## config.mk

```make
export PLATFORM = sky130hd
export DESIGN_NAME = interrupt_enable_bank
export DESIGN_NICKNAME = d
export VERILOG_FILES = /design/src/rtl/irq_enable_pkg.sv /design/src/rtl/interrupt_enable_bank.sv
export VERILOG_INCLUDE_DIRS = /design/src /design/src/rtl
export SDC_FILE = /design/constraint.sdc
export NUM_CORES = 1
export LEC_CHECK = 0
export ABC_CLOCK_PERIOD_IN_PS = 5100
export BUFFER_PORTS_ARGS = -buffer_cell sky130_fd_sc_hd__buf_4
export CAP_MARGIN = 0
export CORE_ASPECT_RATIO = 2
export CORE_UTILIZATION = 40
export CTS_CLUSTER_DIAMETER = 200
export CTS_CLUSTER_SIZE = 20
export DETAILED_ROUTE_END_ITERATION = 7
export PLACE_DENSITY = 0.62
export SLEW_MARGIN = 20
export SYNTH_ARGS = -nofsm -noshare
export SYNTH_HDL_FRONTEND = slang
export SYNTH_SLANG_ARGS = --single-unit
```

## constraint.sdc

```tcl
create_clock -name REF_CLK_I -period 5.1 [get_ports REF_CLK_I]
set_input_delay 0.51 -clock REF_CLK_I [delete_from_list [all_inputs] [get_ports REF_CLK_I]]
set_output_delay 0.51 -clock REF_CLK_I [all_outputs]
set_load 0.02 [all_outputs]
```

## src/rtl/irq_enable_defines.svh

```systemverilog
/*
  Constants of the interrupt enable bank: sizes, register offsets, field
  positions, reset values and the masks of implemented bits.
  Assumes it is included by its bare name; holds definitions only.
*/
`ifndef IRQ_ENABLE_DEFINES_SVH
`define IRQ_ENABLE_DEFINES_SVH

// bank geometry
`define IEB_NUM_REGS 5
`define IEB_REG_W 16
`define IEB_IDX_W 3
`define IEB_PRIO_W 3
`define IEB_PRIO_NIB 4
`define IEB_HALF_FIELDS 8
`define IEB_ADDR_W 8
`define IEB_DATA_W 32

// byte offsets on the register bus
`define IEB_EN_BASE 8'h00
`define IEB_EN_LAST 8'h10
`define IEB_FLAG_BASE 8'h20
`define IEB_FLAG_LAST 8'h30
`define IEB_PRIO_BASE 8'h40
`define IEB_PRIO_LAST 8'h64

// reset values and the priority value that disables a source
`define IEB_EN_RESET 16'h0000
`define IEB_FLAG_RESET 16'h0000
`define IEB_PRIO_RESET 3'h4
`define IEB_PRIO_OFF 3'h0

// implemented bit positions of each enable register
`define IEB_IMPL0 16'h0007
`define IEB_IMPL1 16'hffdf
`define IEB_IMPL2 16'h601f
`define IEB_IMPL3 16'he600
`define IEB_IMPL4 16'hce7e

// variant-dependent bits
`define IEB_CAN_BITS2 16'h000c
`define IEB_CAN_BITS4 16'h0040
`define IEB_DAC_BITS4 16'hc000

`endif

```

## src/rtl/irq_enable_pkg.sv

```systemverilog
/*
  Types shared by the interrupt enable bank.
  Assumes irq_enable_defines.svh is on the include path.
*/
`include "irq_enable_defines.svh"

package irq_enable_pkg;

  typedef logic [`IEB_REG_W-1:0] word_t;
  typedef logic [`IEB_NUM_REGS-1:0][`IEB_REG_W-1:0] irq_bank_t;
  typedef logic [`IEB_PRIO_W-1:0] prio_t;

  // what an address selects
  typedef enum logic [2:0] {DEC_NONE, DEC_EN, DEC_FLAG, DEC_PRIO_LO, DEC_PRIO_HI} dec_kind_t;

  typedef struct packed {
    dec_kind_t kind;
    logic [`IEB_IDX_W-1:0] idx;
  } dec_t;

endpackage

```

## src/rtl/interrupt_enable_bank.sv

```systemverilog
/*
  Interrupt enable bank: five enable registers, the matching flag
  registers and per-source priority fields, reached over APB; forwards
  each qualified request to the processor dispatch logic.
  Assumes one clock, request inputs from logic on the same clock, and an
  APB master that keeps the protocol.
*/
// What this block does
// [RULE1] an enable bit of one passes its source's request, zero blocks it
// [RULE2] unimplemented enable bit positions read zero and ignore writes
// [RULE3] implemented enable bits are read/write and clear to zero at reset
// [RULE4] without the CAN controller its three enable bits have no effect
// [RULE5] without the audio converter its two channel enables have no effect
// [RULE6] first register: bit 2 compare ch1, bit 1 capture ch1, bit 0 ext irq 0
// [RULE7] second register bits 15..8: uart2 tx/rx, ext2, timers, compare 4/3, dma2
// [RULE8] second register: bits 7,6 capture 8,7; bit 5 unused; bits 4..0 others
// [RULE9] third register: bits 14,13 and 4..0 used; bits 12..5 unused
// [RULE10] fourth register: bits 15..13 and 10..9 used, all others unused
// [RULE11] fifth register: bits 15,14 converter, 11..9 used; 13..12, 8..7 unused
// [RULE12] fifth register: bits 6..1 can tx, dma7, dma6, crc, uart errors
// [RULE13] each source has a flag at the same position, set by its request
// [RULE14] each source has a 3-bit priority; zero disables the source
// [RULE15] forward only when flag, enable and non-zero priority all hold
`timescale 1ns/1ns
`default_nettype none

`include "irq_enable_defines.svh"

module interrupt_enable_bank
  import irq_enable_pkg::*;
#(
  parameter bit HAS_CAN = 1'b1,
  parameter bit HAS_DAC = 1'b1
)
(
  input wire logic REF_CLK_I,
  input wire logic ARST_N_I,
  input wire logic PSEL_I,
  input wire logic PENABLE_I,
  input wire logic PWRITE_I,
  input wire logic [`IEB_ADDR_W-1:0] PADDR_I,
  input wire logic [`IEB_DATA_W-1:0] PWDATA_I,
  input wire logic [3:0] PSTRB_I,
  input wire irq_bank_t SRC_REQ_I,
  output var logic [`IEB_DATA_W-1:0] PRDATA_O,
  output var logic PREADY_O,
  output var logic PSLVERR_O,
  output var irq_bank_t IRQ_REQ_O
);

  // implemented positions per register
  function automatic word_t impl_mask(input logic [`IEB_IDX_W-1:0] k);
    word_t m;
    m = '0;
    case (k)
      3'h0: m = `IEB_IMPL0; // [RULE6]
      3'h1: m = `IEB_IMPL1; // [RULE7] [RULE8]
      3'h2: m = `IEB_IMPL2; // [RULE9]
      3'h3: m = `IEB_IMPL3; // [RULE10]
      3'h4: m = `IEB_IMPL4; // [RULE11] [RULE12]
      default: m = '0;
    endcase
    return m;
  endfunction

  // bits that the build variant leaves dead
  function automatic word_t variant_mask(input logic [`IEB_IDX_W-1:0] k);
    word_t m;
    m = '1;
    if (!HAS_CAN && k == 3'h2)
    begin
      m = m & ~`IEB_CAN_BITS2; // [RULE4]
    end
    if (!HAS_CAN && k == 3'h4)
    begin
      m = m & ~`IEB_CAN_BITS4; // [RULE4]
    end
    if (!HAS_DAC && k == 3'h4)
    begin
      m = m & ~`IEB_DAC_BITS4; // [RULE5]
    end
    return m;
  endfunction

  // byte-lane merge of a 16-bit register
  function automatic word_t merge16(input word_t old, input word_t wd, input logic [1:0] strb);
    word_t r;
    r = old;
    if (strb[0])
    begin
      r[7:0] = wd[7:0];
    end
    if (strb[1])
    begin
      r[15:8] = wd[15:8];
    end
    return r;
  endfunction

  // address decode; misaligned or unlisted addresses decode to none
  function automatic dec_t decode(input logic [`IEB_ADDR_W-1:0] a);
    dec_t d;
    logic [`IEB_ADDR_W-1:0] off;
    d.kind = DEC_NONE;
    d.idx = '0;
    off = '0;
    if (a[1:0] == 2'h0)
    begin
      if (a <= `IEB_EN_LAST)
      begin
        off = a - `IEB_EN_BASE;
        d.kind = DEC_EN;
        d.idx = off[4:2];
      end
      else if (a >= `IEB_FLAG_BASE && a <= `IEB_FLAG_LAST)
      begin
        off = a - `IEB_FLAG_BASE;
        d.kind = DEC_FLAG;
        d.idx = off[4:2];
      end
      else if (a >= `IEB_PRIO_BASE && a <= `IEB_PRIO_LAST)
      begin
        off = a - `IEB_PRIO_BASE;
        d.kind = off[2] ? DEC_PRIO_HI : DEC_PRIO_LO;
        d.idx = off[5:3];
      end
    end
    return d;
  endfunction

  irq_bank_t en_q;
  irq_bank_t flag_q;
  irq_bank_t flag_d;
  irq_bank_t req_q;
  irq_bank_t live_mask;
  irq_bank_t prio_nz;
  prio_t prio_q [`IEB_NUM_REGS][`IEB_REG_W];
  logic pready_q;
  logic pslverr_q;
  logic [`IEB_DATA_W-1:0] prdata_q;
  logic [`IEB_DATA_W-1:0] rdata_d;
  dec_t dec;
  logic access;
  logic first_access;
  logic wr_done;
  word_t rd_impl;

  // bus phase decode
  assign dec = decode(PADDR_I);
  assign access = PSEL_I & PENABLE_I;
  assign first_access = access & ~pready_q;
  assign wr_done = access & pready_q & PWRITE_I;
  // a function result cannot be bit-selected, so the mask gets a net of its own
  assign rd_impl = impl_mask(dec.idx);

  // per-bit qualifiers of the request path; reads do not use them
  always_comb
  begin
    for (int k = 0; k < `IEB_NUM_REGS; k++)
    begin
      live_mask[k] = impl_mask(k[`IEB_IDX_W-1:0]) & variant_mask(k[`IEB_IDX_W-1:0]);
      for (int b = 0; b < `IEB_REG_W; b++)
      begin
        prio_nz[k][b] = (prio_q[k][b] != `IEB_PRIO_OFF); // [RULE14]
      end
    end
  end

  // read mux; priority words pack one field per nibble
  always_comb
  begin
    rdata_d = '0;
    unique case (dec.kind)
      DEC_EN: rdata_d[`IEB_REG_W-1:0] = en_q[dec.idx];
      DEC_FLAG: rdata_d[`IEB_REG_W-1:0] = flag_q[dec.idx];
      DEC_PRIO_LO, DEC_PRIO_HI:
      begin
        for (int n = 0; n < `IEB_HALF_FIELDS; n++)
        begin
          if (rd_impl[n + ((dec.kind == DEC_PRIO_HI) ? `IEB_HALF_FIELDS : 0)])
          begin
            rdata_d[n*`IEB_PRIO_NIB +: `IEB_PRIO_W] =
              prio_q[dec.idx][n + ((dec.kind == DEC_PRIO_HI) ? `IEB_HALF_FIELDS : 0)];
          end
        end
      end
      DEC_NONE: rdata_d = '0;
    endcase
  end

  // one wait state: pready rises in the second access cycle
  always_ff @(posedge REF_CLK_I or negedge ARST_N_I)
  begin
    if (!ARST_N_I)
    begin
      pready_q <= 1'b0;
    end
    else
    begin
      pready_q <= first_access;
    end
  end

  // read data and error captured with the wait state, held until next access
  always_ff @(posedge REF_CLK_I or negedge ARST_N_I)
  begin
    if (!ARST_N_I)
    begin
      prdata_q <= '0;
      pslverr_q <= 1'b0;
    end
    else if (first_access)
    begin
      prdata_q <= PWRITE_I ? '0 : rdata_d;
      pslverr_q <= (dec.kind == DEC_NONE); // unmapped answers with an error
    end
  end

  // enable registers; unimplemented positions never store
  always_ff @(posedge REF_CLK_I or negedge ARST_N_I)
  begin
    if (!ARST_N_I)
    begin
      en_q <= {`IEB_NUM_REGS{`IEB_EN_RESET}}; // [RULE3]
    end
    else if (wr_done && dec.kind == DEC_EN)
    begin
      en_q[dec.idx] <= merge16(en_q[dec.idx], PWDATA_I[`IEB_REG_W-1:0], PSTRB_I[1:0])
                       & impl_mask(dec.idx); // [RULE2] [RULE3]
    end
  end

  // flags: a request in the cycle of a software write still lands
  always_comb
  begin
    flag_d = flag_q;
    for (int k = 0; k < `IEB_NUM_REGS; k++)
    begin
      if (wr_done && dec.kind == DEC_FLAG && dec.idx == k[`IEB_IDX_W-1:0])
      begin
        flag_d[k] = merge16(flag_q[k], PWDATA_I[`IEB_REG_W-1:0], PSTRB_I[1:0]);
      end
      flag_d[k] = (flag_d[k] | SRC_REQ_I[k]) & impl_mask(k[`IEB_IDX_W-1:0]); // [RULE13]
    end
  end

  always_ff @(posedge REF_CLK_I or negedge ARST_N_I)
  begin
    if (!ARST_N_I)
    begin
      flag_q <= {`IEB_NUM_REGS{`IEB_FLAG_RESET}};
    end
    else
    begin
      flag_q <= flag_d;
    end
  end

  // priority fields, one byte lane covers two fields
  always_ff @(posedge REF_CLK_I or negedge ARST_N_I)
  begin
    if (!ARST_N_I)
    begin
      for (int k = 0; k < `IEB_NUM_REGS; k++)
      begin
        for (int b = 0; b < `IEB_REG_W; b++)
        begin
          prio_q[k][b] <= `IEB_PRIO_RESET;
        end
      end
    end
    else if (wr_done && (dec.kind == DEC_PRIO_LO || dec.kind == DEC_PRIO_HI))
    begin
      for (int n = 0; n < `IEB_HALF_FIELDS; n++)
      begin
        if (PSTRB_I[n/2])
        begin
          prio_q[dec.idx][n + ((dec.kind == DEC_PRIO_HI) ? `IEB_HALF_FIELDS : 0)] <=
            PWDATA_I[n*`IEB_PRIO_NIB +: `IEB_PRIO_W]; // [RULE14]
        end
      end
    end
  end

  // forwarded requests; registered so the dispatch sees clean levels
  always_ff @(posedge REF_CLK_I or negedge ARST_N_I)
  begin
    if (!ARST_N_I)
    begin
      req_q <= '0;
    end
    else
    begin
      req_q <= flag_q & en_q & prio_nz & live_mask; // [RULE1] [RULE4] [RULE5] [RULE15]
    end
  end

  // outputs straight from flip-flops
  assign PREADY_O = pready_q;
  assign PSLVERR_O = pslverr_q;
  assign PRDATA_O = prdata_q;
  assign IRQ_REQ_O = req_q;
endmodule

`default_nettype wire

```

==> results of run 1 <==
==> power by group through the flow <==
stage          registers (W)  clock network [W]  logic (W)
2_1_floorplan        0.00290                  0   0.000228
3_3_place_gp         0.00290                  0   0.000478
3_5_place_dp         0.00290                  0   0.000480
4_1_cts              0.00284            0.00179   0.000481
5_1_grt              0.00285            0.00189   0.000517
6_report             0.00284            0.00177   0.000492
==> logic make-up after synthesis <==
kind of cell / Yosys count / share of synthesized area (%)
xor+xnor: 1 / 0.0501
other cells: 1 / 0.0215
compound gates: 374 / 15.7
simple gates: 500 / 15.0
mux: 209 / 13.3
flops: 355 / 51.2
buf+inv: 161 / 4.68
==> flip-flops by register name, summed over array words and instances (netlist names) <==
register and flops:
prio_q 163, en_q 80, IRQ_REQ_O 41, flag_q 41, PRDATA_O 28, PREADY_O 1, PSLVERR_O 1
==> Yosys cell counts, types with 16 or more instances <==
cell,number
mux2i_1,38
buf_2,18
nor2_1,85
nand3b_1,24
dfstp_2,52
and2_1,45
o221ai_1,18
a211o_1,21
nor3_1,16
clkbuf_1,67
and3_1,24
buf_4,47
nand2_1,154
a21oi_1,57
nand3_1,57
dfrtp_1,303
o311a_1,47
o21ai_0,73
mux2_2,165
==> layout make-up <==
cell class,instances,area (um^2),area share (%)
inverter,12,45.0,0.228
timing repair buffer,205,1570,7.97
tap,550,688,3.49
multi-input combinational,1127,7890,40.0
sequential,355,8950,45.4
clock inverter,1,7.51,0.0381
clock buffer,35,578,2.93
==> stage by stage <==
| stage | worst slack [ns] | hold slack [ns] | instances | cell area (um^2) |
|---|---|---|---|---|
| after global routing | 1.51 | 0.0611 | 2285 | 19700 |
| after global placement | 1.20 | 0.468 | 2249 | 19100 |
| after floorplan | 2.46 | 0.214 | 1643 | 17600 |
| final | 1.53 | -0.00715 | 2285 | 19700 |
| after detailed placement | 1.19 | 0.470 | 2249 | 19100 |
| after CTS | 1.77 | 0.0295 | 2285 | 19700 |
==> critical path, stage by stage <==
cell and delay (ns):
buf_4 0.43, nand3b_1 0.48, a21oi_4 0.27, nor2_2 0.59
nand2_1 0.50, nor2_1 0.77, mux2_2 0.41
==> layer usage <==
metal / vias to the layer above / track usage (%) / wire (um)
met5: - / 0 / 0
li1: 6060 / - / -
met4: 0 / 28.7 / 7490
met3: 309 / 5.71 / 5600
met1: 7447 / 38.1 / 25500
met2: 909 / 55.9 / 36400
==> how the worst max path moves through the flow <==
stage	startpoint	to	slack [ns]	depth (start not counted)
2_1_floorplan	PADDR_I[6]	prio_q[133]	2.46	8
3_3_place_gp	PADDR_I[5]	prio_q[180]	1.20	7
3_5_place_dp	PADDR_I[5]	prio_q[181]	1.19	7
4_1_cts	PADDR_I[5]	prio_q[181]	1.77	7
5_1_grt	PADDR_I[5]	prio_q[183]	1.51	7
6_report	PADDR_I[5]	prio_q[181]	1.53	7
==> flow_summary.toml, run 1 <==
[outcome]
status = "finished with violations"
violations = "design-rule violations, negative hold slack"

[logic_synthesis]
synthFlopType = "dfrtp_1"
netlist_area_mm2 = 0.0175
syn_avg_cell_area_um2 = 10.9
synth_cell_types = 84
synthTopCellsByArea = "dfrtp_1 (43%), mux2_2 (11%), dfstp_2 (7.8%), nand2_1 (3.3%), o311a_1 (2.7%)"
async_flop_share_pct = 100
synth_top_area_cell = "dfrtp_1"
seq_area_frac_synth_pct = 51.2
synth-edff-count = 0
post-synth-top-area-fraction_pct = 43.4
yosys_warnings = 0
yosys_register_bits = 355
synthCells = 1601

[sta]
clock.fmax_ghz = 0.280
fin_crit_sh_pct = 69.9
slew-limit-headroom_pct = 19.7
finalHoldViolations = 1
rsz0062_at_grt = "no"
worst_clock_skew_ns = 0.0195
tns_ns = 0
hold_slack_ns = -0.00715
setup_viol = 0
final.min_clock_period_ns = 3.57
worst_pin_slew_ns = 1.20
maxSlewViolCount = 0

[floorplanning]
core-area_mm2 = 0.0432
row_count = 108
die_w_um = 150
die_h_um = 298
die-area_mm2 = 0.0446
start_util_pct = 40.4
boundaryPins = 243

[critical_path]
required_ns = 5.53
worstReg2RegStart = "PREADY_O"
critPathArrivalTime_ns = 4.00
path_max_fanout = 39
criticalPathCategory = "input pin to flip-flop"
crit_path_end_kind = "flip-flop"
reg2reg_slack_ns = 2.36
rr_endpoint = "en_q[69]"
cp-start-kind = "input pin"
r2r_cells = 6

[power_and_ir_drop]
comb_power_share_pct = 9.6
internal_power_w = 0.00374
pwr-share-clk_pct = 34.6
peakVddDrop_v = 0.000227
p_seq_share_pct = 55.8
power.switching_w = 0.00136
power_w = 0.00510
p_sw_share_pct = 26.6
p_leak_nw = 9.36
power_density_mw_per_mm2 = 259

[global_routing]
grt_max_degree = 113
grt.overflow.total = 0
grt_antenna_before_repair = 0
grt_pass1_vias = 14800
grt_pass1_wl_um = 107000
grt_use_total_pct = 34.1

[hold_path]
hold_path.class = "input pin to async pin"

[cts]
post_cts_buffers = 0
ctsResizeCount = 0
clockBufferDepth = 3
cts_tree = "built"
clock_latency_ns = 0.56
numCtsBuffers = 21
cts-htree-levels = 1
cts_root_buffer = "clkbuf_16"
clkSinkCount = 355
ctsHoldBuffers = 0
path_clk_slew_ns = 0.08

[routing]
num_vias = 14700
wl_per_cell_um = 32.8
wl_um = 75000
vias_per_cell = 6.44
dr.pass1.iters = 8
ant_nets = 0
drtIter0Drc = 1533
route.detailed.drc = 9

[placement]
port-buffer-count = 156
hpwl_um = 54800
place.gp.congestion = 0.979

[layout]
drive_gt1_share_pct = 28.0
area_growth_pct = 12.9
final_cell_mix = "dfrtp_1 (303), buf_4 (202), mux2_2 (165)"
layout_commonest_cell = "dfrtp_1"
fin_nets = 1851
diodes = 0
fillerInstances = 4089
final_util_pct = 45.6

[job]
maxCapViolations = 0
Power figures use the tool's default switching activity.
==> run 2, diff against run 1 <==
Settings changed: ABC_CLOCK_PERIOD_IN_PS 5100 to 2900, PLACE_DENSITY 0.62 to 0.64.
Clock period 5.1 ns to 2.9 ns, I/O delays scaled along.
==> run 2 against run 1 <==
Effect of this change: the flow now finishes without violations; cell count grew 8.3%; critical path depth is 1 higher; sequential power increased by 76%; design area rose by 8.6%; flip-flop and latch count did not move; non-clock buffer count grew 188; global-route usage grew 1.5 points; utilization grew 3.9 points; combinational power grew 110%; register-to-register slack worse by 2.3 ns; clock power is 75% higher; critical path type is now flip-flop to flip-flop.
==> flow_summary.toml, run 2 (synthesis gave the netlist of run 1 again) <==
[outcome]
status = "complete, no violations"

[sta]
tns_ns = 0
clock.fmax_ghz = 0.357
worst_clock_skew_ns = 0.0221
finalHoldViolations = 0
final.min_clock_period_ns = 2.80
slew-limit-headroom_pct = 31.6
hold_slack_ns = 0.0163
worst_pin_slew_ns = 1.02
setup_viol = 0
maxSlewViolCount = 0
fin_crit_sh_pct = 96.7
rsz0062_at_grt = "no"

[power_and_ir_drop]
p_leak_nw = 10.3
power_density_mw_per_mm2 = 425
peakVddDrop_v = 0.000430

[layout]
drive_gt1_share_pct = 32.5
area_growth_pct = 22.6
layout_commonest_cell = "buf_4"
largestRegisters = "prio_q (163), en_q (80)"
fin_nets = 2039
final_cell_mix = "buf_4 (328), dfrtp_1 (303), mux2_2 (165)"
largest_reg_flops = 163
largest-register = "prio_q"
fillerInstances = 4046

[critical_path]
cp-start-kind = "flip-flop"
crit_path_end_kind = "flip-flop"
path_max_fanout = 21
critPathArrivalTime_ns = 3.25
required_ns = 3.34
criticalPathCategory = "flip-flop to flip-flop"

[floorplanning]
die_h_um = 298
core-area_mm2 = 0.0432
die_w_um = 150
row_count = 108
start_util_pct = 40.4
boundaryPins = 243
die-area_mm2 = 0.0446

[job]
maxCapViolations = 0

[cts]
cts_tree = "built"
clockBufferDepth = 3
numCtsBuffers = 21
cts_root_buffer = "clkbuf_16"
clkSinkCount = 355
cts-htree-levels = 1
path_clk_slew_ns = 0.09
clock_latency_ns = 0.56

[routing]
vias_per_cell = 6.27
wl_per_cell_um = 31.5
route.detailed.drc = 0
dr.pass1.iters = 8
num_vias = 15500
wl_um = 77900
ant_nets = 0
drtIter0Drc = 1558

[global_routing]
grt_antenna_before_repair = 3
grt_pass1_wl_um = 111000
grt_pass1_vias = 15700
grt.overflow.total = 0
grt_use_total_pct = 35.6
grt_max_degree = 96

[placement]
place.gp.congestion = 1.03
port-buffer-count = 156
hpwl_um = 59000

[hold_path]
hold_path.class = "input pin to flip-flop"
run 2: where the power goes:
part | switching, W | internal [W] | leakage (nW) | total (W)
Sequential | 0.0000286 | 0.00497 | 4.54 | 0.00500
Clock | 0.00173 | 0.00138 | 0.277 | 0.00310
Combinational | 0.000655 | 0.000353 | 5.48 | 0.00101
Total | 0.00241 | 0.00670 | 10.3 | 0.00911
run 2: what timing repair did:
| item | CTS | global route |
|---|---|---|
| setup endpoints to repair | 0 | 3 |
| setup buffers | 0 | 0 |
| resized for setup | 0 | 2 |
| hold buffers | 49 | 0 |
| endpoints found under the hold margin | 120 | 0 |
run 2: path summary, 6_finish.rpt:
| check | startpoint | end | slack, ns | cells after the start |
|---|---|---|---|---|
| max in group asynchronous | ARST_N_I | prio_q[35] | 1.64 | 3 |
| min reg2reg | en_q[50] | en_q[50] | 0.49 | 1 |
| max | PREADY_O | flag_q[19] | 0.1 | 8 |
| max reg2reg | PREADY_O | flag_q[19] | 0.1 | 8 |
| min | PWDATA_I[29] | prio_q[145] | 0.02 | 2 |
| min in group asynchronous | ARST_N_I | flag_q[25] | 0.38 | 2 |
run 2: through the flow:
step           instance area [um^2]  total power (W)  instances  setup WS [ns]  util (%)
2_1_floorplan                 17600          0.00551       1643          0.485         -
3_3_place_gp                  20300          0.00603       2388         -0.161      47.0
3_5_place_dp                  20300          0.00603       2388         -0.152      47.0
4_1_cts                       21400          0.00914       2474          0.131      49.5
5_1_grt                       21400          0.00938       2474         0.0319      49.6
6_report                      21400          0.00911       2475         0.0960      49.6
run 2: worst max-delay path: stages (launching register included):
cell and delay [ns]:
dfrtp_1 0.39, nand4_1 0.38, nor2b_2 0.32, and4_1 0.31, buf_4 0.27, nand2_1 0.24
nand2_1 0.14, nand3b_1 0.08, dlygate4sd3_1 0.56
run 2: layout make-up:
type,count,area (um^2),area share (%)
flip-flops and latches,355,8950,41.8
multi-input cells,1127,7890,36.8
repair buffers,393,3270,15.3
well taps,550,688,3.21
clock buffers,36,582,2.72
inverters,12,45.0,0.210
clock inverters,1,7.51,0.0350
diodes,1,2.50,0.0117
run 2: per-layer routing:
| layer | wire length (um) | vias up | share of wire [%] | GRT usage, % |
|---|---|---|---|---|
| met3 | 5300 | 322 | 6.8 | 5.29 |
| met4 | 8130 | 0 | 10 | 29.5 |
| met2 | 38200 | 890 | 49 | 60.2 |
| met5 | 0 | - | 0 | 0 |
| met1 | 26300 | 7854 | 34 | 38.8 |
| li1 | - | 6443 | - | - |
==> run 3, diff against run 2 <==
Settings changed: ABC_AREA from default to 1.
==> run 3 against run 2 <==
Effect of this change: die area is 1.2% higher; global-route usage is 5.6 points lower; critical endpoint is now flag_q[78]; register-to-register slack better by 0.15 ns; critical path type unchanged.
==> flow_summary.toml, run 3 <==
[power_and_ir_drop]
power.switching_w = 0.00236
peakVddDrop_v = 0.000294
internal_power_w = 0.00667
p_sw_share_pct = 26.1
p_seq_share_pct = 55.5
comb_power_share_pct = 10.2
p_leak_nw = 10.3
pwr-share-clk_pct = 34.3
power_density_mw_per_mm2 = 435

[routing]
dr.pass1.iters = 7
num_vias = 15900
wl_per_cell_um = 22.8
vias_per_cell = 5.45
ant_nets = 0
drtIter0Drc = 1100
wl_um = 66300
route.detailed.drc = 0

[cts]
cts_tree = "built"
path_clk_slew_ns = 0.10
clkSinkCount = 357
clockBufferDepth = 3
clock_latency_ns = 0.57
numCtsBuffers = 21
cts-htree-levels = 1
cts_root_buffer = "clkbuf_16"
post_cts_buffers = 0

[layout]
largest_reg_flops = 165
largest-register = "prio_q"
drive_gt1_share_pct = 18.2
area_growth_pct = 17.5
largestRegisters = "prio_q (165), en_q (80)"
fillerInstances = 4279
fin_nets = 2478
final_cell_mix = "nand2_1 (587), dfrtp_1 (304), buf_4 (243)"
layout_commonest_cell = "nand2_1"
fin_cells = 2913
diodes = 0

[placement]
place.gp.congestion = 0.983
hpwl_um = 50300
dp.cells = 2825
port-buffer-count = 156

[logic_synthesis]
synth_cell_types = 54
syn_avg_cell_area_um2 = 8.33
synth_top_area_cell = "dfrtp_1"
synthFlopType = "dfrtp_1"
yosys_register_bits = 357
synth_most_common_cell = "nand2_1"
post-synth-top-area-fraction_pct = 43.0
netlist_area_mm2 = 0.0177
synthTopCellsByCount = "nand2_1 (587), dfrtp_1 (304), inv_1 (214)"
async_flop_share_pct = 100
synth-edff-count = 0
seq_area_frac_synth_pct = 50.9
synthCells = 2123
synthTopCellsByArea = "dfrtp_1 (43%), nand2_1 (12%), dfstp_2 (7.9%), o21ai_1 (5.0%), inv_1 (4.5%)"
yosys_warnings = 0

[sta]
fin_crit_sh_pct = 91.5
clock.fmax_ghz = 0.377
slew-limit-headroom_pct = 46.7
worst_clock_skew_ns = 0.0286
setup_viol = 0
rsz0062_at_grt = "no"
maxSlewViolCount = 0
worst_pin_slew_ns = 0.794
finalHoldViolations = 0
final.min_clock_period_ns = 2.65
tns_ns = 0

[critical_path]
crit_path_end_kind = "flip-flop"
critPathArrivalTime_ns = 3.13
path_max_fanout = 9
criticalPathCategory = "flip-flop to flip-flop"
cp-start-kind = "flip-flop"
required_ns = 3.37

[job]
maxCapViolations = 0

[outcome]
status = "complete, no violations"

[global_routing]
grt_pass1_wl_um = 98300
grt_use_total_pct = 30.1
grt.overflow.total = 0
grt_antenna_before_repair = 0
grt_pass1_vias = 16100
grt_max_degree = 66

[floorplanning]
row_count = 108
die_w_um = 151
die_h_um = 299
start_util_pct = 40.7
core-area_mm2 = 0.0435
boundaryPins = 243
die-area_mm2 = 0.0451

[hold_path]
hold_path.class = "input pin to flip-flop"
==> run 3: cell types whose count changed after synthesis, moves of 45 or more <==
cell	previous run	this run
and2_1	45	0
o21ai_0	73	134
o21ai_1	9	175
mux2_2	165	0
inv_1	12	214
nand2_1	154	587
==> run 3: critical path, stage by stage (launching register included) <==
cell and delay (ns):
dfrtp_1 0.37, inv_1 0.07, nor3_4 0.34, inv_1 0.12
nor2_2 0.18, inv_2 0.12, nor2_1 0.11, inv_1 0.13
nor2_2 0.35, a21oi_1 0.13, dlygate4sd3_1 0.58, o21ai_0 0.07
==> run 3: path summary, 6_finish.rpt <==
path / depth (start not counted) / slack [ns] / endpoint / start
max: 11 / 0.25 / flag_q[78] / PREADY_O
min: 3 / 0.009 / flag_q[29] / SRC_REQ_I[29]
max reg2reg: 11 / 0.25 / flag_q[78] / PREADY_O
min reg2reg: 2 / 0.47 / en_q[43] / en_q[43]
max in group asynchronous: 3 / 1.77 / prio_q[17] / ARST_N_I
min in group asynchronous: 2 / 0.26 / prio_q[234] / ARST_N_I
==> run 3: layout make-up <==
cell class	instances	area [um^2]	share of cell area [%]
Clock buffer	35	578	2.78
Clock inverter	2	13.8	0.0662
Inverter	233	895	4.30
Multi-Input combinational cell	1429	7020	33.8
Sequential cell	357	9000	43.3
Tap cell	550	688	3.31
Timing Repair Buffer	307	2590	12.5
==> run 3: timing repair <==
action / CTS / global route
setup endpoints to repair: 0 / 2
gates resized for setup: 0 / 1
hold buffers: 51 / 0
hold endpoints to repair: 80 / 0
==> run 3: through the flow <==
stage / power (W) / setup WS [ns] / util (%) / instance area (um^2) / hold slack (ns)
finish: 0.00903 / 0.245 / 47.8 / 20800 / 0.00910
global route: 0.00931 / 0.121 / 47.8 / 20800 / 0.00611
CTS: 0.00908 / 0.138 / 47.7 / 20800 / 0.00247
detailed placement: 0.00597 / 0.0913 / 45.2 / 19700 / 0.269
global placement: 0.00597 / 0.0986 / 45.2 / 19700 / 0.271
floorplan: 0.00555 / 0.895 / - / 17900 / -0.00559
==> run 3: metal layers <==
layer	GRT usage [%]	vias to the layer above	wire length [um]
li1	-	7221	-
met1	32.3	7674	22600
met2	51.4	711	32900
met3	3.01	256	3740
met4	26.9	0	7030
met5	0	-	0
==> run 3: power groups by stage <==
stage	Combinational, W	Sequential [W]	Clock (W)
3_3_place_gp	0.000856	0.00511	0
2_1_floorplan	0.000433	0.00512	0
4_1_cts	0.000914	0.00502	0.00315
5_1_grt	0.000988	0.00502	0.00330
6_report	0.000920	0.00502	0.00310
3_5_place_dp	0.000861	0.00511	0
==> run 3: cell families (layout without fill, tap and decap cells) <==
group / count (synthesis) / after routing / share of synthesized area (%)
flops: 357 / 357 / 50.9
other cells: 1 / 43 / 0.0212
simple gates: 928 / 928 / 24.0
compound gates: 458 / 458 / 14.7
buf+inv: 379 / 577 / 10.4
